`src/rtl/gpio_port_pkg.sv`:
```
// shared constants and carriers for the pin-mux port
package gpio_port_pkg;
	localparam int PIN_COUNT = 14;
	localparam int FUNC_COUNT = 3;
	// mode code {mode_select_high, mode_select_low}
	localparam logic [1:0] MODE_FUNC_ONE = 2'h0;
	localparam logic [1:0] MODE_FIRMWARE = 2'h1;
	localparam logic [1:0] MODE_FUNC_TWO = 2'h2;
	localparam logic [1:0] MODE_FUNC_THREE = 2'h3;
	// reset values: debug pins zero and one in function one, rest firmware input
	localparam logic [13:0] RST_MODE_SELECT_LOW = 14'h3ffc;
	localparam logic [13:0] RST_MODE_SELECT_HIGH = 14'h0000;
	localparam logic [13:0] RST_OUTPUT_DRIVER_ENABLE = 14'h0002;
	localparam logic [13:0] RST_ZERO = 14'h0000;
	// two-wire bus pins: no pull-up, no slew, two drive levels
	localparam logic [13:0] TWO_WIRE_PINS = 14'h030c;
	localparam int DEBUG_PIN_ZERO = 0;
	localparam int DEBUG_PIN_ONE = 1;
	localparam int SYNC_STAGES = 3;

	typedef struct packed {
		logic [13:0] mode_select_low;
		logic [13:0] mode_select_high;
		logic [13:0] output_level;
		logic [13:0] output_driver_enable;
		logic [13:0] pull_resistor_enable;
		logic [13:0] pull_up_select;
		logic [13:0] drive_select_low;
		logic [13:0] drive_select_high;
		logic [13:0] slew_fast;
		logic [13:0] hysteresis_enable;
		logic [13:0] input_enable;
	} pin_cfg_s;

	typedef struct packed {
		logic [13:0] pin_irq_enable;
		logic [13:0] pin_irq_trigger_type;
		logic [13:0] pin_irq_polarity;
		logic [13:0] pin_irq_both_edges;
		logic [13:0] wake_enable;
	} irq_cfg_s;

	typedef struct packed {
		logic [13:0] pull_enable;
		logic [13:0] pull_up;
		logic [13:0] drive_low;
		logic [13:0] drive_high;
		logic [13:0] slew_fast;
		logic [13:0] hysteresis;
	} pad_ctl_s;
endpackage

```
`src/rtl/gpio_pin_sync.sv`:
```
// three-flop input synchroniser with agreement filter
`timescale 1ns/10ps
`default_nettype none
module gpio_pin_sync
	import gpio_port_pkg::*;
#(
	parameter int WIDTH = 14
) (
	// clock and reset
	input wire logic clk_sys_i,
	input wire logic reset_n_i,
	// pins and filtered result
	input wire logic [WIDTH-1:0] async_i,
	output logic [WIDTH-1:0] sync_o
);
	logic [WIDTH-1:0] stage_a;
	logic [WIDTH-1:0] stage_b;
	logic [WIDTH-1:0] stage_c;

	initial begin
		if (WIDTH < 1)
			$error("gpio_pin_sync: WIDTH must be positive");
	end

	always_ff @(posedge clk_sys_i or negedge reset_n_i) begin
		if (!reset_n_i) begin
			stage_a <= '0;
			stage_b <= '0;
			stage_c <= '0;
		end else begin
			stage_a <= async_i;
			stage_b <= stage_a;
			stage_c <= stage_b;
		end
	end

	// value changes only once the second and third flops agree
	always_ff @(posedge clk_sys_i or negedge reset_n_i) begin
		if (!reset_n_i)
			sync_o <= '0;
		else
			for (int i = 0; i < WIDTH; i++)
				if (stage_b[i] == stage_c[i])
					sync_o[i] <= stage_c[i];
	end
endmodule
`default_nettype wire

```
`src/rtl/gpio_port_pin_mux.sv`:
```
// fourteen-pin port with per-pin function mux, pad control and pin interrupts
`timescale 1ns/10ps
`default_nettype none
module gpio_port_pin_mux
	import gpio_port_pkg::*;
#(
	parameter int PINS = PIN_COUNT
) (
	// clock and reset
	input wire logic clk_sys_i,
	input wire logic reset_n_i,
	// firmware configuration writes: one strobe per carrier, data per pin
	input wire logic cfg_write_i,
	input wire pin_cfg_s cfg_data_i,
	input wire logic irq_cfg_write_i,
	input wire irq_cfg_s irq_cfg_data_i,
	input wire logic [PINS-1:0] pending_clear_i,
	input wire logic debug_port_disable_i,
	// firmware read-back
	output pin_cfg_s cfg_o,
	output irq_cfg_s irq_cfg_o,
	output logic [PINS-1:0] input_value_register_o,
	output logic [PINS-1:0] pin_irq_pending_o,
	output logic debug_port_disable_o,
	// peripheral side, three functions per pin
	input wire logic [PINS-1:0] func_out_i [FUNC_COUNT],
	input wire logic [PINS-1:0] func_oe_i [FUNC_COUNT],
	output logic [PINS-1:0] func_in_o,
	output logic [PINS-1:0] debug_in_o,
	// pads
	input wire logic [PINS-1:0] pad_in_i,
	output logic [PINS-1:0] pad_out_o,
	output logic [PINS-1:0] pad_oe_o,
	output pad_ctl_s pad_ctl_o,
	// events
	output logic port_irq_o,
	output logic wake_request_o
);
	pin_cfg_s cfg;
	irq_cfg_s irq_cfg;
	logic debug_disable;
	logic [PINS-1:0] pin_sync;
	logic [PINS-1:0] pin_prev;
	logic [PINS-1:0] pending;
	logic [PINS-1:0] trigger;
	logic [PINS-1:0] wake_hit;
	logic [PINS-1:0] firmware_mode;
	logic [PIN_COUNT-1:0] mode_select_low;
	logic [PIN_COUNT-1:0] mode_select_high;
	logic [PIN_COUNT-1:0] output_level;
	logic [PIN_COUNT-1:0] output_driver_enable;
	logic [PIN_COUNT-1:0] pull_resistor_enable;
	logic [PIN_COUNT-1:0] pull_up_select;
	logic [PIN_COUNT-1:0] drive_select_low;
	logic [PIN_COUNT-1:0] drive_select_high;
	logic [PIN_COUNT-1:0] slew_fast;
	logic [PIN_COUNT-1:0] hysteresis_enable;
	logic [PIN_COUNT-1:0] input_enable;
	logic [PIN_COUNT-1:0] pin_irq_enable;
	logic [PIN_COUNT-1:0] pin_irq_trigger_type;
	logic [PIN_COUNT-1:0] pin_irq_polarity;
	logic [PIN_COUNT-1:0] pin_irq_both_edges;
	logic [PIN_COUNT-1:0] wake_enable;

	// carriers are fixed at the full port width
	initial begin
		if (PINS != PIN_COUNT)
			$error("gpio_port_pin_mux: PINS must equal PIN_COUNT");
	end

	// configuration storage, one register per field, rewritable anytime
	always_ff @(posedge clk_sys_i or negedge reset_n_i) begin
		if (!reset_n_i)
			mode_select_low <= RST_MODE_SELECT_LOW;
		else if (cfg_write_i)
			mode_select_low <= cfg_data_i.mode_select_low;
	end

	always_ff @(posedge clk_sys_i or negedge reset_n_i) begin
		if (!reset_n_i)
			mode_select_high <= RST_MODE_SELECT_HIGH;
		else if (cfg_write_i)
			mode_select_high <= cfg_data_i.mode_select_high;
	end

	always_ff @(posedge clk_sys_i or negedge reset_n_i) begin
		if (!reset_n_i)
			output_level <= RST_ZERO;
		else if (cfg_write_i)
			output_level <= cfg_data_i.output_level;
	end

	always_ff @(posedge clk_sys_i or negedge reset_n_i) begin
		if (!reset_n_i)
			output_driver_enable <= RST_OUTPUT_DRIVER_ENABLE;
		else if (cfg_write_i)
			output_driver_enable <= cfg_data_i.output_driver_enable;
	end

	always_ff @(posedge clk_sys_i or negedge reset_n_i) begin
		if (!reset_n_i)
			pull_resistor_enable <= RST_ZERO;
		else if (cfg_write_i)
			pull_resistor_enable <= cfg_data_i.pull_resistor_enable;
	end

	// two-wire pins never take a pull-up
	always_ff @(posedge clk_sys_i or negedge reset_n_i) begin
		if (!reset_n_i)
			pull_up_select <= RST_ZERO;
		else if (cfg_write_i)
			pull_up_select <= cfg_data_i.pull_up_select & ~TWO_WIRE_PINS;
	end

	always_ff @(posedge clk_sys_i or negedge reset_n_i) begin
		if (!reset_n_i)
			drive_select_low <= RST_ZERO;
		else if (cfg_write_i)
			drive_select_low <= cfg_data_i.drive_select_low;
	end

	// two-wire pins: low drive select only, no slew control
	always_ff @(posedge clk_sys_i or negedge reset_n_i) begin
		if (!reset_n_i)
			drive_select_high <= RST_ZERO;
		else if (cfg_write_i)
			drive_select_high <= cfg_data_i.drive_select_high & ~TWO_WIRE_PINS;
	end

	always_ff @(posedge clk_sys_i or negedge reset_n_i) begin
		if (!reset_n_i)
			slew_fast <= RST_ZERO;
		else if (cfg_write_i)
			slew_fast <= cfg_data_i.slew_fast & ~TWO_WIRE_PINS;
	end

	always_ff @(posedge clk_sys_i or negedge reset_n_i) begin
		if (!reset_n_i)
			hysteresis_enable <= RST_ZERO;
		else if (cfg_write_i)
			hysteresis_enable <= cfg_data_i.hysteresis_enable;
	end

	always_ff @(posedge clk_sys_i or negedge reset_n_i) begin
		if (!reset_n_i)
			input_enable <= ~RST_ZERO;
		else if (cfg_write_i)
			input_enable <= cfg_data_i.input_enable;
	end

	always_ff @(posedge clk_sys_i or negedge reset_n_i) begin
		if (!reset_n_i)
			pin_irq_enable <= RST_ZERO;
		else if (irq_cfg_write_i)
			pin_irq_enable <= irq_cfg_data_i.pin_irq_enable;
	end

	always_ff @(posedge clk_sys_i or negedge reset_n_i) begin
		if (!reset_n_i)
			pin_irq_trigger_type <= RST_ZERO;
		else if (irq_cfg_write_i)
			pin_irq_trigger_type <= irq_cfg_data_i.pin_irq_trigger_type;
	end

	always_ff @(posedge clk_sys_i or negedge reset_n_i) begin
		if (!reset_n_i)
			pin_irq_polarity <= RST_ZERO;
		else if (irq_cfg_write_i)
			pin_irq_polarity <= irq_cfg_data_i.pin_irq_polarity;
	end

	always_ff @(posedge clk_sys_i or negedge reset_n_i) begin
		if (!reset_n_i)
			pin_irq_both_edges <= RST_ZERO;
		else if (irq_cfg_write_i)
			pin_irq_both_edges <= irq_cfg_data_i.pin_irq_both_edges;
	end

	always_ff @(posedge clk_sys_i or negedge reset_n_i) begin
		if (!reset_n_i)
			wake_enable <= RST_ZERO;
		else if (irq_cfg_write_i)
			wake_enable <= irq_cfg_data_i.wake_enable;
	end

	assign cfg = '{
		mode_select_low: mode_select_low,
		mode_select_high: mode_select_high,
		output_level: output_level,
		output_driver_enable: output_driver_enable,
		pull_resistor_enable: pull_resistor_enable,
		pull_up_select: pull_up_select,
		drive_select_low: drive_select_low,
		drive_select_high: drive_select_high,
		slew_fast: slew_fast,
		hysteresis_enable: hysteresis_enable,
		input_enable: input_enable
	};

	assign irq_cfg = '{
		pin_irq_enable: pin_irq_enable,
		pin_irq_trigger_type: pin_irq_trigger_type,
		pin_irq_polarity: pin_irq_polarity,
		pin_irq_both_edges: pin_irq_both_edges,
		wake_enable: wake_enable
	};

	always_ff @(posedge clk_sys_i or negedge reset_n_i) begin
		if (!reset_n_i)
			debug_disable <= 1'b0;
		else
			debug_disable <= debug_port_disable_i;
	end

	gpio_pin_sync #(
		.WIDTH(PINS)
	) u_sync (
		.clk_sys_i(clk_sys_i),
		.reset_n_i(reset_n_i),
		.async_i(pad_in_i),
		.sync_o(pin_sync)
	);

	always_ff @(posedge clk_sys_i or negedge reset_n_i) begin
		if (!reset_n_i)
			pin_prev <= '0;
		else
			pin_prev <= pin_sync;
	end

	// per-pin mux, pad control and trigger detection
	generate
		for (genvar p = 0; p < PINS; p++) begin : g_pin
			logic [1:0] mode;
			logic rise;
			logic fall;
			assign mode = {cfg.mode_select_high[p], cfg.mode_select_low[p]};
			assign firmware_mode[p] = (mode == MODE_FIRMWARE);
			assign rise = pin_sync[p] & ~pin_prev[p];
			assign fall = ~pin_sync[p] & pin_prev[p];

			always_comb begin
				case (mode)
					MODE_FIRMWARE: begin
						pad_out_o[p] = cfg.output_level[p];
						pad_oe_o[p] = cfg.output_driver_enable[p];
					end
					MODE_FUNC_ONE: begin
						pad_out_o[p] = func_out_i[0][p];
						pad_oe_o[p] = func_oe_i[0][p];
						// debug pins released when the debug port is disabled
						if ((p == DEBUG_PIN_ZERO || p == DEBUG_PIN_ONE) && debug_disable) begin
							pad_out_o[p] = cfg.output_level[p];
							pad_oe_o[p] = cfg.output_driver_enable[p];
						end
					end
					MODE_FUNC_TWO: begin
						pad_out_o[p] = func_out_i[1][p];
						pad_oe_o[p] = func_oe_i[1][p];
					end
					MODE_FUNC_THREE: begin
						pad_out_o[p] = func_out_i[2][p];
						pad_oe_o[p] = func_oe_i[2][p];
					end
					default: begin
						pad_out_o[p] = 1'b0;
						pad_oe_o[p] = 1'b0;
					end
				endcase
			end

			// pad electrical controls
			assign pad_ctl_o.pull_enable[p] = cfg.pull_resistor_enable[p];
			assign pad_ctl_o.pull_up[p] = cfg.pull_up_select[p];
			assign pad_ctl_o.drive_low[p] = cfg.drive_select_low[p];
			assign pad_ctl_o.drive_high[p] = cfg.drive_select_high[p];
			assign pad_ctl_o.slew_fast[p] = cfg.slew_fast[p];
			assign pad_ctl_o.hysteresis[p] = cfg.hysteresis_enable[p];

			// peripheral input path, gated by input enable and held low in firmware mode; debug input gated by debug disable only
			assign func_in_o[p] = pin_sync[p] & cfg.input_enable[p] & ~firmware_mode[p];
			assign debug_in_o[p] = pin_sync[p] & ~debug_disable;

			always_comb begin
				if (!irq_cfg.pin_irq_trigger_type[p])
					trigger[p] = (pin_sync[p] == irq_cfg.pin_irq_polarity[p]);
				else if (irq_cfg.pin_irq_both_edges[p])
					trigger[p] = rise | fall;
				else if (irq_cfg.pin_irq_polarity[p])
					trigger[p] = fall;
				else
					trigger[p] = rise;
			end

			assign wake_hit[p] = irq_cfg.wake_enable[p] & (irq_cfg.pin_irq_both_edges[p] ? (rise | fall) :
				(irq_cfg.pin_irq_polarity[p] ? fall : rise));
		end
	endgenerate

	// pending flags: set wins over a same-cycle write-one clear
	always_ff @(posedge clk_sys_i or negedge reset_n_i) begin
		if (!reset_n_i)
			pending <= '0;
		else
			pending <= (pending & ~pending_clear_i) |
				(trigger & irq_cfg.pin_irq_enable & firmware_mode);
	end

	always_ff @(posedge clk_sys_i or negedge reset_n_i) begin
		if (!reset_n_i)
			input_value_register_o <= '0;
		else
			input_value_register_o <= pin_sync & cfg.input_enable;
	end

	always_ff @(posedge clk_sys_i or negedge reset_n_i) begin
		if (!reset_n_i)
			wake_request_o <= 1'b0;
		else
			wake_request_o <= |wake_hit;
	end

	assign port_irq_o = |(pending & irq_cfg.pin_irq_enable);
	assign pin_irq_pending_o = pending;
	assign cfg_o = cfg;
	assign irq_cfg_o = irq_cfg;
	assign debug_port_disable_o = debug_disable;
endmodule
`default_nettype wire

```
`config.mk`:
```
export PLATFORM = sky130hd
export DESIGN_NAME = gpio_port_pin_mux
export DESIGN_NICKNAME = d
export VERILOG_FILES = /design/src/rtl/gpio_port_pkg.sv /design/src/rtl/gpio_pin_sync.sv /design/src/rtl/gpio_port_pin_mux.sv
export SDC_FILE = /design/constraint.sdc
export NUM_CORES = 1
export LEC_CHECK = 0
export ABC_AREA = 1
export BUFFER_PORTS_ARGS = -buffer_cell sky130_fd_sc_hd__clkbuf_2
export CAP_MARGIN = 20
export CORE_AREA = 2 2 283 285
export DETAILED_ROUTE_END_ITERATION = 6
export DIE_AREA = 0 0 285 287
export HOLD_SLACK_MARGIN = 0.1
export PLACE_DENSITY = 0.43
export SLEW_MARGIN = 15
export SYNTH_ARGS = -nofsm -noshare
export SYNTH_HDL_FRONTEND = slang
export SYNTH_SLANG_ARGS = --single-unit
```
`constraint.sdc`:
```
create_clock -name clk_sys_i -period 3.1 [get_ports clk_sys_i]
set_input_delay 0.155 -clock clk_sys_i [delete_from_list [all_inputs] [get_ports clk_sys_i]]
set_output_delay 0.155 -clock clk_sys_i [all_outputs]
set_load 0.005 [all_outputs]
```
==> After elaboration in Yosys (flattened, before gate mapping) <==
Index checks and enable logic that the tools add are counted.
{ "totals": {"out_inout_bits": 395, "register_bits": 312, "inputBits": 341, "elab_cells": 346} }
{ "op_classes": {"n_eq_ne": 70, "reduce_logical": 16, "mux": 74, "n_bitwise": 148} }
{ "op_table": {"columns": ["op", "count"], "rows": [
  ["$pmux 1 s4", 28],
  ["$and 1x1->1", 84],
  ["$and 14x14->14", 5],
  ["$eq 2x2->1 const B", 28],
  ["$mux 1", 46],
  ["$not 1->1", 43],
  ["$eq 1x1->1", 28],
  ["$eq 2x1->1 const B", 14],
  ["$logic_not 2->1", 14],
  ["$reduce_or 14->1", 2],
  ["$not 14->14", 1],
  ["$or 1x1->1", 14],
  ["$or 14x14->14", 1]
]} }

==> Logic depth before layout (Yosys ltp) <==
{ "depth": {"ltp_word": 8, "depth_mapped": 10, "ltp_nobuf": 10} }

==> Modules after synthesis <==
Synthesis repeated with hierarchy kept, for this count alone.
{ "unflattened": {"cells_unflattened": 1353, "area_unflattened_um2": 13863.3} }
{ "modules_own_cells": {"columns": ["module", "area_each_um2", "seq_area_each_um2", "instances", "cells_each"], "rows": [
  ["gpio_port_pin_mux", 12234.2, 6439.9, 1, 1241],
  ["gpio_pin_sync", 1629.1, 1401.3, 1, 112]
]} }

==> Worst setup path before layout <==
OpenSTA, ideal clock, no wires.
{ "synth_path": {"path_type": "reg2reg", "startpoint": "reg u_sync.sync_o[10]", "endpoint": "reg wake_request_o", "required_time_ns": 2.981, "synth_period_minus_slack_ns": 1.269, "t_arrival_ns": 1.151, "n_path_buf": 0, "setup_slack_ns": 1.831, "setup_time_ns": 0.119, "stages_incl_launch_ff": 9, "path_cell_list": "dfrtp_1 -> inv_1 -> ha_1 -> nor2_1 -> o21bai_1 -> nand2_1 -> nand2_1 -> nor2_1 -> nand2_1"} }
{ "synth_via": {"elab_chain_len": 6, "word_cells_on_any_way": 8, "cone_classes": "2 x mux; 5 x bitwise; 1 x reduce/logical"} }
{ "synth_lines": {"columns": ["element", "line_no", "text"], "rows": [
  ["from (decl)", "gpio_pin_sync.sv:14", "output logic [WIDTH-1:0] sync_o"],
  ["from (signal, indexed assignment)", "gpio_pin_sync.sv:44", "sync_o[i] <= stage_c[i];"],
  ["$not 1->1", "gpio_port_pin_mux.sv:240", "assign fall = ~pin_sync[p] & pin_prev[p];"],
  ["$and 1x1->1", "gpio_port_pin_mux.sv:240", null],
  ["$mux 1 / $or 1x1->1 (equally long branches)", "gpio_port_pin_mux.sv:296, gpio_port_pin_mux.sv:295", null],
  ["$mux 1 (*)", "gpio_port_pin_mux.sv:295", "assign wake_hit[p] = irq_cfg.wake_enable[p] & (irq_cfg.pin_irq_both_edges[p] ? (rise | fall) :"],
  ["$and 1x1->1 (*)", "gpio_port_pin_mux.sv:295", null],
  ["$reduce_or 14->1 (*)", "gpio_port_pin_mux.sv:320", "wake_request_o <= |wake_hit;"],
  ["to (signal assigned)", "gpio_port_pin_mux.sv:320", null],
  ["to (decl)", "gpio_port_pin_mux.sv:37", "output logic wake_request_o"]
]} }
Mark *: on every way between the ends. The rest lies on a longest branch, timed or not.
A chain may end at the register's enable or synchronous reset.

==> Worst setup path in the final report <==
{ "layout_path": {"startpoint": "reg mode_select_low[5]", "endpoint": "out func_in_o[5]"} }
{ "layout_via": {"elab_chain_len": 3} }
{ "layout_lines": {"columns": ["element", "line_no", "text"], "rows": [
  ["from (decl)", "gpio_port_pin_mux.sv:48", "logic [PIN_COUNT-1:0] mode_select_low;"],
  ["from (signal assigned)", "gpio_port_pin_mux.sv:76", "mode_select_low <= cfg_data_i.mode_select_low;"],
  ["$eq 2x1->1", "gpio_port_pin_mux.sv:238", "assign firmware_mode[p] = (mode == MODE_FIRMWARE);"],
  ["$not 1->1", "gpio_port_pin_mux.sv:281", "assign func_in_o[p] = pin_sync[p] & cfg.input_enable[p] & ~firmware_mode[p];"],
  ["$and 1x1->1", "gpio_port_pin_mux.sv:281", null],
  ["to (decl)", "gpio_port_pin_mux.sv:28", "output logic [PINS-1:0] func_in_o,"]
]} }
No other way between the ends.

==> impl_metrics.csv <==
group,metric,value,unit
global_route,grt_overflow_total,0,
sta,relSlewSlack,42.33,%
sta,setup_viol,0,
synthesis,synth-simple-area-share,9.827,%
clocking,cts_tree,"built",
clocking,numCtsBuffers,41,
die,io_pins,736,
synthesis,synth_fa_ha_area_share,3.560,%
synthesis,synthArstFlopShare,100.0,%
route,firstDrtPassIters,4,
worst_hold_path,hold_start,"irq_cfg_write_i",
sta,fin_tns_setup,0,ns
global_route,grt_max_degree,93,
synthesis,synth_warnings,0,
clocking,cts-resized-gates,0,
synthesis,synth_area_per_cell,10.51,sq um
clocking,path_clk_slew,0.06,ns
synthesis,synth_top_family_by_area,"buffers and inverters",
global_route,antenna_found_initial,7,
critical_path,path_max_fanout,6,
synthesis,synth_xor_area_share,0,%
clocking,cts_root_buf,"clkbuf_16",
sta,min_period,2.352,ns
synthesis,synth_mux_area_share,9.292,%
route,drt_wl_total,56290,um
sta,fin_crit_sh,75.87,%
synthesis,yosys-top-cells-area,"dfrtp_1 (52%), mux2_2 (7.4%), o21ai_0 (5.3%)",
route,routedWlPerCell,17.03,um
placement,dpl.hpwl,43340,um
route,drc,0,
job,max_cap_violations,0,
layout,multiInputGateArea,4462,sq um
clocking,post_cts_buffers,0,
critical_path,r2r_cells,10,
synthesis,syn-cell-area,13780,sq um
layout,nets,2590,
synthesis,seq_area_frac_synth,56.92,%
synthesis,synth_top_area_share,51.77,%
synthesis,synth-main-ff-cell,"dfrtp_1",
sta,skew,0.01839,ns
layout,fin_util,27.88,%
synthesis,synth_compound_area_share,9.055,%
synthesis,synth_seq_cells,312,
critical_path,required,2.94,ns
die,fp.dieArea,81800,sq um
die,num_rows,103,
outcome,status,"finished clean",
synthesis,synth_cells,1311,
die,core_area,78610,sq um
worst_hold_path,whs_path_depth,2,
layout,fin_cells,3306,
power,power_per_cell_area,533.1,nW/um^2
route,drt_iter0_markers,428,
clocking,clock_latency,0.55,ns
worst_hold_path,hold_path_class,"in2reg",
power,p_leak,0.01097,uW
sta,drv_slew,0,
placement,port_buffers,699,
placement,placed_cell_area,17950,sq um
clocking,clock-sinks,312,
die,dieHeight,287,um
power,ir_worst_vdd,336.9,uV
sta,max_freq,425.2,MHz
critical_path,crit_path_start,"mode_select_low[5]$_DFFE_PN1P_",
placement,place_inst,2966,
sta,rsz0062_at_grt,"no",
layout,syn_to_final_growth,59.10,%
route,vias,12890,
critical_path,criticalPathCategory,"reg2out",
clocking,cts_buffer_depth,3,
layout,n_fill_cell,8442,
critical_path,reg2reg_from,"u_sync.sync_o[0]$_DFFE_PN0N_",
critical_path,start_kind,"flop",
global_route,grt_use_total,13.29,%
route,ant_nets,0,
layout,drive_gt1_share,40.66,%
clocking,cts_htree_levels,2,
synthesis,synth_edf_count,0,
synthesis,synth_cell_types,24,
synthesis,synth_most_common_cell,"dfrtp_1",
layout,seq_area,7843,sq um
layout,final_area,21920,sq um
global_route,grt_pass1_wl,83000,um
critical_path,critPathCaptureType,"primary output",
placement,gp_congestion,0.9718,
route,via_per_inst,3.897,
die,start_util,17.52,%
sta,worstMarginPinSlew,0.8618,ns
synthesis,yosys.area.top_type,"dfrtp_1",
sta,finalHoldViolations,0,
die,die_w,285,um
global_route,grt_pass1_vias,13650,
critical_path,crit_arrival,2.20,ns
synthesis,synth_common_cells,"dfrtp_1 (285), nand2_1 (178), inv_1 (166), o21ai_0 (146), buf_4 (97)",
[metrics by stage]
stage | hold slack (ns) | power [uW] | setup slack [ns]
2_1_floorplan | -0.1406 | 5706 | 1.831
3_3_place_gp | 0.1907 | 6813 | 1.190
3_5_place_dp | 0.1895 | 6827 | 1.219
4_1_cts | 0.1001 | 11950 | 0.6281
5_1_grt | 0.1302 | 12370 | 0.5672
6_report | 0.1328 | 11680 | 0.7480
[worst max-delay path, cell delays in order (launching register included)]
cell and delay (ns):
dfstp_2 0.57, inv_1 0.08, nor2_1 0.66, nor2_1 0.16, clkbuf_2 0.17
[where the power goes]
group | total (uW) | internal, uW | switching [uW]
combinational | 2150 | 1070 | 1070
clock | 4700 | 2830 | 1870
sequential | 4840 | 4470 | 372
total | 11700 | 8370 | 3310
[cell usage in the layout, fill, tap and decap left out, types with 28 or more instances in the layout]
cell	count
clkbuf_16	41
clkbuf_2	696
dfrtp_1	284
dlygate4sd3_1	262
ha_1	28
inv_1	166
mux2_2	91
nand2_1	178
nand3_1	94
nor2_1	51
o21ai_0	146
[kinds of logic (layout without fill, tap and decap cells)]
logic type,Yosys count,in the layout
simple gates,327,327
flops,312,312
buf+inv,299,1218
compound gates,222,222
mux,108,108
fa+ha+maj,42,42
other cells,1,27
[routing by layer]
metal  track usage, %  up-vias  routed length [um]
met5                0        -                  27
met1            15.88     6211               23270
met2            23.10      527               27310
met4            4.594        4                1849
li1                 -     6050                   -
met3            3.437       93                3840
[what timing repair did]
action,CTS,global route
endpoints found under the setup margin,0,0
hold buffers,262,0
hold endpoints to repair,365,0
[final cells by class]
type	instances	area share (%)
Multi-Input combinational cell	723	20.36
Inverter	166	2.843
Sequential cell	312	35.78
Clock buffer	60	5.418
Timing Repair Buffer	977	28.90
Antenna cell	3	0.03425
Tap cell	1050	5.994
Clock inverter	15	0.6679
[worst paths after layout]
kind,end,slack [ns]
max in group asynchronous,mode_select_low[8]$_DFFE_PN1P_,2.04
max reg2reg,wake_request_o$_DFF_PN0_,1.24
min in group asynchronous,drive_select_low[6]$_DFFE_PN0P_,0.17
min reg2reg,u_sync.stage_b[7]$_DFF_PN0_,0.35
min,pin_irq_enable[8]$_DFFE_PN0P_,0.13
max,func_in_o[5],0.75
No activity file was read; power rests on OpenSTA's default activity.
